$ cat src/sls_pkg.sv
/*
  Constants for the source-address learn and storm policing step:
  register offsets, field positions, reset values and timing figures.
  Assumes a 25 MHz core clock and a 32-bit AXI4-Lite register bus.
*/
package sls_pkg;

  // Bus geometry
  localparam int AW = 8;
  localparam int DW = 32;

  // Register byte offsets
  localparam logic [7:0] OFS_GEN_CTRL = 8'h00;
  localparam logic [7:0] OFS_QUEUE_SEL = 8'h04;
  localparam logic [7:0] OFS_LEARN_CNT = 8'h08;
  localparam logic [7:0] OFS_LIM_CFG = 8'h10;
  localparam logic [7:0] OFS_LIM_BURST = 8'h20;
  localparam logic [7:0] OFS_LIM_LEVEL = 8'h30;
  localparam logic [7:0] OFS_PORT_CFG = 8'h80;

  // Per-port learn configuration fields
  localparam int PC_W = 8;
  localparam int PC_PORT_LEARNING_ENABLE = 0;
  localparam int PC_AUTO = 1;
  localparam int PC_CPU = 2;
  localparam int PC_DROP = 3;
  localparam int PC_LIM_CPU = 4;
  localparam int PC_LIM_DROP = 5;
  localparam int PC_LOCK_CPU = 6;
  localparam int PC_LOCK_DROP = 7;
  localparam logic [PC_W-1:0] PC_RESET = 8'h00;

  // Queue select fields, each a queue number
  localparam int QS_W = 3;
  localparam int QS_LEARN = 0;
  localparam int QS_LOCKED = 4;
  localparam int QS_COPY = 8;
  localparam logic [31:0] QS_RESET = 32'h0000_0000;

  // Storm limiter configuration fields
  localparam int NLIM = 4;
  localparam int LIM_BCAST = 0;
  localparam int LIM_MCAST = 1;
  localparam int LIM_UCAST = 2;
  localparam int LIM_LEARN = 3;
  localparam int LC_ENA = 0;
  localparam int LC_KILO = 1;
  localparam int LC_RATE = 2;
  localparam int LC_MODE = 6;
  localparam logic [7:0] LC_RESET = 8'h00;
  localparam int BURST_W = 16;
  localparam logic [BURST_W-1:0] BURST_RESET = 16'h0010;
  localparam logic [3:0] RATE_MAX = 4'ha;

  // Limiter actions
  typedef enum logic [1:0] {
    SLS_CLR_CPU_QUEUE_SET,
    SLS_CLR_PORT_SET_A,
    SLS_CLR_BOTH,
    SLS_CLR_BOTH2
  } sls_mode_t;

  // Destination address group bit and timing
  localparam int MCAST_BIT = 40;
  localparam int CLK_HZ = 25000000;
  localparam int KILO = 1000;
  localparam int ACC_W = 26;

endpackage : sls_pkg

$ cat src/sls_top.sv
/*
  Source-address learn analysis and storm policing step of a switch
  analyzer, with an AXI4-Lite register slave. Earlier analyzer steps
  present a frame's decision and source lookup result for one cycle;
  the adjusted decision leaves two cycles later for the queue system.
*/
// Notes on behaviour
// - Learn-disabled frames skip all learning
// - Search one table domain, backbone or customer
// - Normal learn: miss or unlocked moved, under limit
// - Same but over limit: over-limit learn frame
// - Locked entry with other index: locked move
// - Learn needs enable, no disable, not policed
// - Learning off ignores all learn port settings
// - Auto-learn inserts entry into searched domain
// - Drop-learn clears destinations of normal frames
// - Copy-learn adds CPU port and learn queue
// - Over-limit discard clears destinations
// - Over-limit copy adds CPU and learn queue
// - Locked-move discard clears destinations
// - Locked-move copy adds CPU and move queue
// - Hit: block flag clears, copy flag queues
// - Global control skips source entry flags
// - Four storm policers shared by all ports
// - Several policers may act; any over polices
// - Broadcast, multicast, unicast floods; learn copies
// - Unit one or kilo, rate times power two
// - Action clears queues, destinations or both
// - Port group with CPU still reaches CPU
`timescale 1ns/100ps
module sls_top #(
  parameter int PW = 12,
  parameter int QW = 8
) (
  // Clock and reset
  input wire logic aclk,
  input wire logic aresetn,
  // AXI4-Lite write channels
  input wire logic [sls_pkg::AW-1:0] s_axi_awaddr,
  input wire logic s_axi_awvalid,
  output logic s_axi_awready,
  input wire logic [sls_pkg::DW-1:0] s_axi_wdata,
  input wire logic [3:0] s_axi_wstrb,
  input wire logic s_axi_wvalid,
  output logic s_axi_wready,
  output logic [1:0] s_axi_bresp,
  output logic s_axi_bvalid,
  input wire logic s_axi_bready,
  // AXI4-Lite read channels
  input wire logic [sls_pkg::AW-1:0] s_axi_araddr,
  input wire logic s_axi_arvalid,
  output logic s_axi_arready,
  output logic [sls_pkg::DW-1:0] s_axi_rdata,
  output logic [1:0] s_axi_rresp,
  output logic s_axi_rvalid,
  input wire logic s_axi_rready,
  // Frame decision from earlier steps
  input wire logic in_valid,
  input wire logic [$clog2(PW)-1:0] physical_ingress_port,
  input wire logic [$clog2(PW)-1:0] logical_ingress_port,
  input wire logic [47:0] port_set_a_mac,
  input wire logic flooded,
  input wire logic port_group_entry_cpu,
  input wire logic [PW-1:0] port_set_a_in,
  input wire logic [QW-1:0] cpu_queue_set_in,
  input wire logic learn_disable_flag,
  input wire logic ingress_policed,
  input wire logic search_backbone,
  // Source lookup result
  input wire logic src_hit,
  input wire logic src_locked,
  input wire logic [$clog2(PW)-1:0] entry_port_set_a_index,
  input wire logic source_block_flag,
  input wire logic entry_copy_flag,
  input wire logic learn_entry_limit_hit,
  // Adjusted decision to the queue system
  output logic out_valid,
  output logic [PW-1:0] port_set_a_out,
  output logic [QW-1:0] cpu_queue_set_out,
  // Table insert request
  output logic learn_insert,
  output logic learn_backbone,
  output logic [$clog2(PW)-1:0] learn_logical_ingress_port
);
  import sls_pkg::*;

  localparam int PIW = $clog2(PW);
  localparam int CPU = PW - 1;

  // Byte-lane merge of a write into a register word
  function automatic logic [DW-1:0] merge(input logic [DW-1:0] old,
      input logic [DW-1:0] data, input logic [3:0] strb);
    logic [DW-1:0] r;
    r = old;
    for (int b = 0; b < 4; b++) begin
      if (strb[b]) r[8*b +: 8] = data[8*b +: 8];
    end
    return r;
  endfunction : merge

  // One-hot queue bit from a queue number
  function automatic logic [QW-1:0] qbit(input logic [QS_W-1:0] n);
    return QW'(1) << n;
  endfunction : qbit

  // Register bus state
  logic aw_got_reg, w_got_reg, rd_pend_reg, rd_wait_reg;
  logic [AW-1:0] awaddr_reg, araddr_reg;
  logic [DW-1:0] wdata_reg;
  logic [3:0] wstrb_reg;
  logic wr_fire, wr_port, rd_port, wr_ok, rd_ok;
  logic [PC_W-1:0] pcfg_rd, pcfg_frame;
  logic [DW-1:0] rd_word;

  // Software registers
  logic gen_ctrl_reg;
  logic [DW-1:0] queue_sel_reg;
  logic [DW-1:0] learn_cnt_reg;
  logic [7:0] lim_cfg_reg [NLIM];
  logic [BURST_W-1:0] lim_burst_reg [NLIM];
  logic [BURST_W-1:0] lim_level [NLIM];
  logic [NLIM-1:0] lim_over, lim_hit;

  assign wr_fire = aw_got_reg && w_got_reg && !s_axi_bvalid;
  assign wr_port = awaddr_reg[7] && (awaddr_reg[6:2] < 5'(PW));
  assign rd_port = araddr_reg[7] && (araddr_reg[6:2] < 5'(PW));

  // Address and data taken in either order, one write at a time
  always_ff @(posedge aclk) begin
    if (!aresetn) begin
      aw_got_reg <= 1'b0;
      w_got_reg <= 1'b0;
      awaddr_reg <= '0;
      wdata_reg <= '0;
      wstrb_reg <= '0;
    end else begin
      if (s_axi_awvalid && s_axi_awready) begin
        aw_got_reg <= 1'b1;
        awaddr_reg <= s_axi_awaddr;
      end else if (wr_fire) begin
        aw_got_reg <= 1'b0;
      end
      if (s_axi_wvalid && s_axi_wready) begin
        w_got_reg <= 1'b1;
        wdata_reg <= s_axi_wdata;
        wstrb_reg <= s_axi_wstrb;
      end else if (wr_fire) begin
        w_got_reg <= 1'b0;
      end
    end
  end

  // Ready raised every other cycle while the matching holder is free
  always_ff @(posedge aclk) begin
    if (!aresetn) begin
      s_axi_awready <= 1'b0;
      s_axi_wready <= 1'b0;
    end else begin
      s_axi_awready <= !aw_got_reg && !s_axi_awready
        && !(s_axi_awvalid && s_axi_awready);
      s_axi_wready <= !w_got_reg && !s_axi_wready
        && !(s_axi_wvalid && s_axi_wready);
    end
  end

  // Write decode: mapped offsets except the limiter levels answer OKAY, others SLVERR
  always_comb begin
    wr_ok = wr_port || awaddr_reg == OFS_GEN_CTRL
      || awaddr_reg == OFS_QUEUE_SEL || awaddr_reg == OFS_LEARN_CNT
      || (awaddr_reg[7:5] == 3'h0 && awaddr_reg[4])
      || (awaddr_reg[7:4] == 4'h2);
  end

  // Write response
  always_ff @(posedge aclk) begin
    if (!aresetn) begin
      s_axi_bvalid <= 1'b0;
      s_axi_bresp <= 2'h0;
    end else if (wr_fire) begin
      s_axi_bvalid <= 1'b1;
      s_axi_bresp <= wr_ok ? 2'h0 : 2'h2;
    end else if (s_axi_bready) begin
      s_axi_bvalid <= 1'b0;
    end
  end

  // Control registers written by software
  always_ff @(posedge aclk) begin
    if (!aresetn) begin
      gen_ctrl_reg <= 1'b0;
      queue_sel_reg <= QS_RESET;
      for (int i = 0; i < NLIM; i++) begin
        lim_cfg_reg[i] <= LC_RESET;
        lim_burst_reg[i] <= BURST_RESET;
      end
    end else if (wr_fire) begin
      if (awaddr_reg == OFS_GEN_CTRL && wstrb_reg[0])
        gen_ctrl_reg <= wdata_reg[0];
      if (awaddr_reg == OFS_QUEUE_SEL)
        queue_sel_reg <= merge(queue_sel_reg, wdata_reg, wstrb_reg);
      for (int i = 0; i < NLIM; i++) begin
        if (awaddr_reg == OFS_LIM_CFG + 8'(4*i) && wstrb_reg[0])
          lim_cfg_reg[i] <= wdata_reg[7:0];
        if (awaddr_reg == OFS_LIM_BURST + 8'(4*i))
          lim_burst_reg[i] <= BURST_W'(merge(DW'(lim_burst_reg[i]),
            wdata_reg, wstrb_reg));
      end
    end
  end

  // Per-port learn settings
  sls_cfg_mem #(.W(PC_W), .D(PW)) u_port_cfg (
    .aclk(aclk),
    .aresetn(aresetn),
    .we(wr_fire && wr_port && wstrb_reg[0]),
    .waddr(awaddr_reg[PIW+1:2]),
    .wdata(wdata_reg[PC_W-1:0]),
    .raddr_a(physical_ingress_port),
    .rdata_a(pcfg_frame),
    .raddr_b(araddr_reg[PIW+1:2]),
    .rdata_b(pcfg_rd)
  );

  // Read: address taken, memory read, then data registered out
  always_comb begin
    rd_ok = 1'b1;
    rd_word = '0;
    if (rd_port) rd_word = DW'(pcfg_rd);
    else if (araddr_reg == OFS_GEN_CTRL) rd_word = DW'(gen_ctrl_reg);
    else if (araddr_reg == OFS_QUEUE_SEL) rd_word = queue_sel_reg;
    else if (araddr_reg == OFS_LEARN_CNT) rd_word = learn_cnt_reg;
    else if (araddr_reg[7:4] == 4'h1)
      rd_word = DW'(lim_cfg_reg[araddr_reg[3:2]]);
    else if (araddr_reg[7:4] == 4'h2)
      rd_word = DW'(lim_burst_reg[araddr_reg[3:2]]);
    else if (araddr_reg[7:4] == 4'h3)
      rd_word = DW'(lim_level[araddr_reg[3:2]]);
    else rd_ok = 1'b0;
  end

  always_ff @(posedge aclk) begin
    if (!aresetn) begin
      s_axi_arready <= 1'b0;
      rd_wait_reg <= 1'b0;
      rd_pend_reg <= 1'b0;
      araddr_reg <= '0;
      s_axi_rvalid <= 1'b0;
      s_axi_rdata <= '0;
      s_axi_rresp <= 2'h0;
    end else begin
      s_axi_arready <= !s_axi_arready && !rd_wait_reg && !rd_pend_reg
        && !s_axi_rvalid;
      if (s_axi_arvalid && s_axi_arready) begin
        araddr_reg <= s_axi_araddr;
        rd_wait_reg <= 1'b1;
      end
      // Port memory output follows the held address one cycle later
      if (rd_wait_reg) begin
        rd_wait_reg <= 1'b0;
        rd_pend_reg <= 1'b1;
      end
      if (rd_pend_reg) begin
        rd_pend_reg <= 1'b0;
        s_axi_rvalid <= 1'b1;
        s_axi_rdata <= rd_word;
        s_axi_rresp <= rd_ok ? 2'h0 : 2'h2;
      end else if (s_axi_rready) begin
        s_axi_rvalid <= 1'b0;
      end
    end
  end

  // Frame held for the cycle in which its port settings are read
  logic s1_valid_reg, s1_dis_reg, s1_pol_reg, s1_bb_reg, s1_flood_reg;
  logic s1_pgcpu_reg, s1_hit_reg, s1_lock_reg, s1_blk_reg, s1_cpy_reg;
  logic s1_lim_reg;
  logic [PIW-1:0] s1_logical_ingress_port_reg, s1_idx_reg;
  logic [47:0] s1_dmac_reg;
  logic [PW-1:0] s1_port_set_a_reg;
  logic [QW-1:0] s1_cpu_queue_set_reg;

  always_ff @(posedge aclk) begin
    if (!aresetn) begin
      s1_valid_reg <= 1'b0;
    end else begin
      s1_valid_reg <= in_valid;
    end
  end

  always_ff @(posedge aclk) begin
    if (in_valid) begin
      s1_dis_reg <= learn_disable_flag;
      s1_pol_reg <= ingress_policed;
      s1_bb_reg <= search_backbone;
      s1_flood_reg <= flooded;
      s1_pgcpu_reg <= port_group_entry_cpu;
      s1_hit_reg <= src_hit;
      s1_lock_reg <= src_locked;
      s1_blk_reg <= source_block_flag;
      s1_cpy_reg <= entry_copy_flag;
      s1_lim_reg <= learn_entry_limit_hit;
      s1_logical_ingress_port_reg <= logical_ingress_port;
      s1_idx_reg <= entry_port_set_a_index;
      s1_dmac_reg <= port_set_a_mac;
      s1_port_set_a_reg <= port_set_a_in;
      s1_cpu_queue_set_reg <= cpu_queue_set_in;
    end
  end

  // Learn classification and source-entry adjustments
  logic learn_on, moved, normal, over_lim, lock_move, to_cpu, bcast, mcast;
  logic ins_next, police;
  logic [PW-1:0] port_set_a_l, port_set_a_next;
  logic [QW-1:0] cpu_queue_set_l, cpu_queue_set_next;

  always_comb begin
    moved = s1_idx_reg != s1_logical_ingress_port_reg;
    learn_on = pcfg_frame[PC_PORT_LEARNING_ENABLE] && !s1_dis_reg
      && !s1_pol_reg;
    normal = (!s1_hit_reg || (!s1_lock_reg && moved))
      && !s1_lim_reg;
    over_lim = (!s1_hit_reg || (!s1_lock_reg && moved))
      && s1_lim_reg;
    lock_move = s1_hit_reg && s1_lock_reg && moved;
    port_set_a_l = s1_port_set_a_reg;
    cpu_queue_set_l = s1_cpu_queue_set_reg;
    to_cpu = 1'b0;
    ins_next = learn_on && normal && pcfg_frame[PC_AUTO];
    if (learn_on && normal && pcfg_frame[PC_DROP]) port_set_a_l = '0;
    if (learn_on && over_lim && pcfg_frame[PC_LIM_DROP])
      port_set_a_l = '0;
    if (learn_on && lock_move && pcfg_frame[PC_LOCK_DROP])
      port_set_a_l = '0;
    if (learn_on && ((normal && pcfg_frame[PC_CPU])
        || (over_lim && pcfg_frame[PC_LIM_CPU]))) begin
      to_cpu = 1'b1;
      port_set_a_l[CPU] = 1'b1;
      cpu_queue_set_l = cpu_queue_set_l | qbit(queue_sel_reg[QS_LEARN +: QS_W]);
    end
    if (learn_on && lock_move && pcfg_frame[PC_LOCK_CPU]) begin
      to_cpu = 1'b1;
      port_set_a_l[CPU] = 1'b1;
      cpu_queue_set_l = cpu_queue_set_l | qbit(queue_sel_reg[QS_LOCKED +: QS_W]);
    end
    if (s1_hit_reg && !gen_ctrl_reg) begin
      if (s1_blk_reg) port_set_a_l = '0;
      if (s1_cpy_reg)
        cpu_queue_set_l = cpu_queue_set_l | qbit(queue_sel_reg[QS_COPY +: QS_W]);
    end
    // Limiter classes
    bcast = &s1_dmac_reg;
    mcast = s1_dmac_reg[MCAST_BIT] && !bcast;
    lim_hit[LIM_BCAST] = s1_valid_reg && s1_flood_reg && bcast;
    lim_hit[LIM_MCAST] = s1_valid_reg && s1_flood_reg && mcast;
    lim_hit[LIM_UCAST] = s1_valid_reg && s1_flood_reg
      && !s1_dmac_reg[MCAST_BIT];
    lim_hit[LIM_LEARN] = s1_valid_reg && to_cpu;
    // Each active, over-rate limiter applies its own action
    port_set_a_next = port_set_a_l;
    cpu_queue_set_next = cpu_queue_set_l;
    police = 1'b0;
    for (int i = 0; i < NLIM; i++) begin
      if (lim_hit[i] && lim_over[i]) begin
        police = 1'b1;
        case (sls_mode_t'(lim_cfg_reg[i][LC_MODE +: 2]))
          SLS_CLR_CPU_QUEUE_SET: cpu_queue_set_next = '0;
          SLS_CLR_PORT_SET_A: port_set_a_next = '0;
          default: begin
            cpu_queue_set_next = '0;
            port_set_a_next = '0;
          end
        endcase
      end
    end
    if (police && s1_pgcpu_reg) begin
      port_set_a_next[CPU] = 1'b1;
      cpu_queue_set_next = cpu_queue_set_l;
    end
  end

  // Four limiters shared by every port
  genvar g;
  generate
    for (g = 0; g < NLIM; g++) begin : g_lim
      sls_storm_bucket u_bucket (
        .aclk(aclk),
        .aresetn(aresetn),
        .enable(lim_cfg_reg[g][LC_ENA]),
        .kilo(lim_cfg_reg[g][LC_KILO]),
        .rate_exp(lim_cfg_reg[g][LC_RATE +: 4]),
        .burst(lim_burst_reg[g]),
        .hit(lim_hit[g]),
        .over(lim_over[g]),
        .level(lim_level[g])
      );
    end
  endgenerate

  // Decision and insert request to the queue system and table
  always_ff @(posedge aclk) begin
    if (!aresetn) begin
      out_valid <= 1'b0;
      port_set_a_out <= '0;
      cpu_queue_set_out <= '0;
      learn_insert <= 1'b0;
      learn_backbone <= 1'b0;
      learn_logical_ingress_port <= '0;
      learn_cnt_reg <= '0;
    end else begin
      out_valid <= s1_valid_reg;
      port_set_a_out <= s1_valid_reg ? port_set_a_next : '0;
      cpu_queue_set_out <= s1_valid_reg ? cpu_queue_set_next : '0;
      learn_insert <= s1_valid_reg && ins_next;
      // Domain and port follow the last frame, zero until the first
      if (s1_valid_reg) begin
        learn_backbone <= s1_bb_reg;
        learn_logical_ingress_port <= s1_logical_ingress_port_reg;
      end
      if (s1_valid_reg && ins_next) learn_cnt_reg <= learn_cnt_reg + 1'b1;
    end
  end
endmodule : sls_top

$ cat src/sls_cfg_mem.sv
/*
  Small per-port configuration memory, one write port and two
  registered read ports. Assumes a single clock and synchronous reset.
*/
`timescale 1ns/100ps
module sls_cfg_mem #(
  parameter int W = 8,
  parameter int D = 12
) (
  // Clock and reset
  input wire logic aclk,
  input wire logic aresetn,
  // Write port
  input wire logic we,
  input wire logic [$clog2(D)-1:0] waddr,
  input wire logic [W-1:0] wdata,
  // Read ports
  input wire logic [$clog2(D)-1:0] raddr_a,
  output logic [W-1:0] rdata_a,
  input wire logic [$clog2(D)-1:0] raddr_b,
  output logic [W-1:0] rdata_b
);
  import sls_pkg::*;

  logic [W-1:0] mem_reg [D];

  // Storage, cleared at reset
  always_ff @(posedge aclk) begin
    if (!aresetn) begin
      for (int i = 0; i < D; i++) begin
        mem_reg[i] <= W'(PC_RESET);
      end
    end else if (we) begin
      mem_reg[waddr] <= wdata;
    end
  end

  // Registered reads
  always_ff @(posedge aclk) begin
    if (!aresetn) begin
      rdata_a <= '0;
      rdata_b <= '0;
    end else begin
      rdata_a <= mem_reg[raddr_a];
      rdata_b <= mem_reg[raddr_b];
    end
  end

endmodule : sls_cfg_mem

$ cat src/sls_storm_bucket.sv
/*
  One frame-count storm bucket. Drains at the configured frame rate
  and flags over-rate when the level reaches the burst size.
  Assumes hit pulses for one cycle per candidate frame.
*/
`timescale 1ns/100ps
module sls_storm_bucket (
  // Clock and reset
  input wire logic aclk,
  input wire logic aresetn,
  // Configuration
  input wire logic enable,
  input wire logic kilo,
  input wire logic [3:0] rate_exp,
  input wire logic [sls_pkg::BURST_W-1:0] burst,
  // Candidate frame and state
  input wire logic hit,
  output logic over,
  output logic [sls_pkg::BURST_W-1:0] level
);
  import sls_pkg::*;

  logic [ACC_W-1:0] acc_reg;
  logic [ACC_W-1:0] fps;
  logic [ACC_W-1:0] sum;
  logic drain;
  logic [3:0] exp_c;

  // Rate in frames per second, exponent held to the top step
  always_comb begin
    exp_c = (rate_exp > RATE_MAX) ? RATE_MAX : rate_exp;
    fps = (kilo ? ACC_W'(KILO) : ACC_W'(1)) << exp_c;
    sum = acc_reg + fps;
    drain = (sum >= ACC_W'(CLK_HZ));
  end

  // Over-rate when the bucket is full
  assign over = enable && (level >= burst);

  // Fractional drain accumulator
  always_ff @(posedge aclk) begin
    if (!aresetn || !enable) begin
      acc_reg <= '0;
    end else if (drain) begin
      acc_reg <= sum - ACC_W'(CLK_HZ);
    end else begin
      acc_reg <= sum;
    end
  end

  // Level: one per passed frame, minus drain, bounded by burst
  always_ff @(posedge aclk) begin
    if (!aresetn || !enable) begin
      level <= '0;
    end else if (hit && !over) begin
      level <= drain ? level : level + 1'b1;
    end else if (drain && level != '0) begin
      level <= level - 1'b1;
    end
  end

endmodule : sls_storm_bucket

$ cat config.mk
export PLATFORM = sky130hd
export DESIGN_NAME = sls_top
export DESIGN_NICKNAME = d
export VERILOG_FILES = /design/src/sls_pkg.sv /design/src/sls_top.sv /design/src/sls_cfg_mem.sv /design/src/sls_storm_bucket.sv
export SDC_FILE = /design/constraint.sdc
export NUM_CORES = 2
export LEC_CHECK = 0
export ABC_AREA = 1
export BUFFER_PORTS_ARGS = -buffer_cell sky130_fd_sc_hd__clkbuf_2
export CAP_MARGIN = 5
export CELL_PAD_IN_SITES_DETAIL_PLACEMENT = 1
export CELL_PAD_IN_SITES_GLOBAL_PLACEMENT = 1
export CORE_MARGIN = 10
export CORE_UTILIZATION = 45
export DETAILED_ROUTE_END_ITERATION = 16
export HOLD_SLACK_MARGIN = 0.03
export PLACE_DENSITY = 0.86
export SKIP_LAST_GASP = 1
export SLEW_MARGIN = 25
export SYNTH_ARGS = -nofsm -noshare
export SYNTH_HDL_FRONTEND = slang
export SYNTH_SLANG_ARGS = --single-unit
export TNS_END_PERCENT = 100
$ cat constraint.sdc
create_clock -name aclk -period 12.6 [get_ports aclk]
set_clock_uncertainty 0.2 [all_clocks]
set_input_delay 1.26 -clock aclk [delete_from_list [all_inputs] [get_ports aclk]]
set_output_delay 1.26 -clock aclk [all_outputs]
set_load 0.01 [all_outputs]
==> metrics.cfg <==
[cts]
cts_max_level=3
ctsHoldBuffers=0
clock_latency_ps=670
post_cts_resized=0
cts.path.max_buffers=3
cts.sinks=684
cts_made_buffers=78
cts.clk_slew.worst_paths_ps=70
post_cts_buffers=0
cts_root_buf=clkbuf_16
cts_tree=yes

[sta]
max_freq_ghz=0.1622
hold_violations=0
finalCritPeriodShare=0.4893
relSlewSlack=0.3068
min_period_ps=6165
finalSetupViolCount=0
slew_viol_final=0
worst_pin_slew_ps=1039
rsz0062_at_grt=no
setup_tns_ps=0

[synth]
synth_edf_count=310
yosysSeqAreaShare=0.3866
postSynthRegisterBits=684
synth.top_cell.area_share=0.2143
synth_flop_cell=dfxtp_1
netlist_instances=6086
avgSynthCellArea_um2=7.139
synthTopCellsByArea=edfxtp_1, dfxtp_1, nand2_1
synth_warnings=0
syn_area_um2=43450
yosys.area.top_type=edfxtp_1
post_synth_num_cell_types=68
async_flop_share=0

[worst_setup_path]
rrSetupSlack_ps=6440
worst_r2r_path_depth=30
cp.required_ps=12930
crit_type=reg2reg
arrival_ps=6500
slowest_stage=edfxtp_1
slowest_delay_ps=490
cp_common_cell=nor2_1
worstPathMaxFanout=32
critPathLaunchType=flop
critPathCaptureType=flop

[cells_and_area]
largest_register_ffs=128
synthToLayoutAreaGrowth_pct=11.37
stdcell_count=7597
final_nets=6652
layout_common_cells=nand2_1, inv_1, nor2_1
layout_commonest_cell=nand2_1
drive_above_1_share=0.08436
register_area_um2=16800
finish.utilization=0.5070
multi_input_area_um2=22870
fillers=12350

[detailed_routing]
first_pass_iters=5
wirelength_um=160900
vias_per_cell=5.728
final_antenna_net_count=0
routedWlPerCell_um=21.17
remaining_drc_errors=0
vias=43510
dr.first_iter.drc_count=3344

[pwr]
ir_drop_v=0.0001517
leakage_nw=21.59
p_per_area_nw_per_um2=126.9

[floorplan]
fp.dieW_um=330.7
num_rows=113
num_io_pins=218
dieArea_um2=109400
die_h_um=330.7
coreArea_um2=95440
start_util=0.4552

[place]
dp.cells=7450
port-buffer-count=215
dp_hpwl_um=119300
gp_congestion=0.9315

[status]
run_status=completed

[run]
maxCapViolCount=0

[global_routing]
overflow=0
first_global_vias=45400
grt_pass1_wl_um=250200
grt_use_total=0.2852
grt_max_degree=103
antenna_found_initial=3

[worst_hold_path]
whs_path_depth=2
min_path_type=reg2reg

critical path, delay by kind of cell, from the launching register on:
family / cells / cell delay [ps]
xor gates and xnor gates: 1 / 390
buffers and inverters: 4 / 720
DFF: 1 / 490
and+or+nand+nor: 22 / 3300
adders and majority gates: 3 / 920
final timing paths:
| path | start | endpoint |
|---|---|---|
| setup / recovery | lim_cfg_reg[3][5] | g_lim[3].u_bucket.level[9] |
| hold / removal | wdata_reg[24] | queue_sel_reg[24] |
| setup reg to reg | lim_cfg_reg[3][5] | g_lim[3].u_bucket.level[9] |
| hold reg to reg | wdata_reg[24] | queue_sel_reg[24] |
per-stage QoR:
stage	instance area [um2]	setup slack [ps]	power, mW	hold slack (ps)
after global placement	45680	6905	3.647	236.5
after global routing	48380	5948	6.367	274.2
after detailed placement	45690	6642	3.704	245.3
after CTS	48380	6546	6.125	256.9
final	48390	6435	6.138	257.1
after floorplan	43650	8292	3.357	219.9
cells in the mapped netlist, types with 13 or more instances:
| library cell | count |
|---|---|
| edfxtp_1 | 310 |
| nor2_2 | 47 |
| o31ai_1 | 15 |
| ha_1 | 229 |
| a31oi_1 | 19 |
| a21oi_1 | 535 |
| o22ai_1 | 24 |
| o21ai_0 | 417 |
| dfxtp_1 | 374 |
| a21boi_0 | 13 |
| nand2_1 | 1406 |
| o211ai_1 | 38 |
| nand4_1 | 86 |
| nand3_2 | 15 |
| inv_1 | 802 |
| nor3b_1 | 15 |
| nand3b_1 | 21 |
| a22oi_1 | 54 |
| nor2_1 | 734 |
| xnor2_1 | 52 |
| xor2_1 | 47 |
| nor4_1 | 26 |
| nand2_2 | 52 |
| clkbuf_1 | 157 |
| nor3_1 | 72 |
| inv_2 | 19 |
| nand3_1 | 328 |
cells by family (layout without fill, tap and decap cells):
logic type,Yosys count,in the layout,synth area share
fa+ha+maj,237,237,0.06963
xor+xnor,101,101,0.02085
compound gates,1198,1198,0.1521
other cells,1,56,0.00008631
flops,684,684,0.3866
buf+inv,1027,1218,0.09207
simple gates,2838,2838,0.2787
power by group:
part | internal, mW | switching, mW | total, mW
combinational | 0.368 | 0.823 | 1.19
sequential | 2.42 | 0.0829 | 2.51
clock | 1.42 | 1.02 | 2.44
total | 4.21 | 1.92 | 6.14
routing by layer:
layer  vias to the layer above  GRT usage  part of all wire
li1                      20450          -                 -
met1                     21070     0.3382              0.40
met2                      1558     0.5000              0.49
met3                       435    0.05056             0.066
met4                         4     0.1247             0.044
met5                         -          0           0.00018
layout make-up:
cell class,instances,share of cell area
Antenna cell,2,0.0001034
Clock buffer,103,0.04528
Clock inverter,42,0.01045
Inverter,828,0.06428
Multi-Input combinational cell,4428,0.4727
Sequential cell,684,0.3472
Tap cell,1265,0.03271
Timing Repair Buffer,245,0.02725
(Power assumes the default switching activity.)
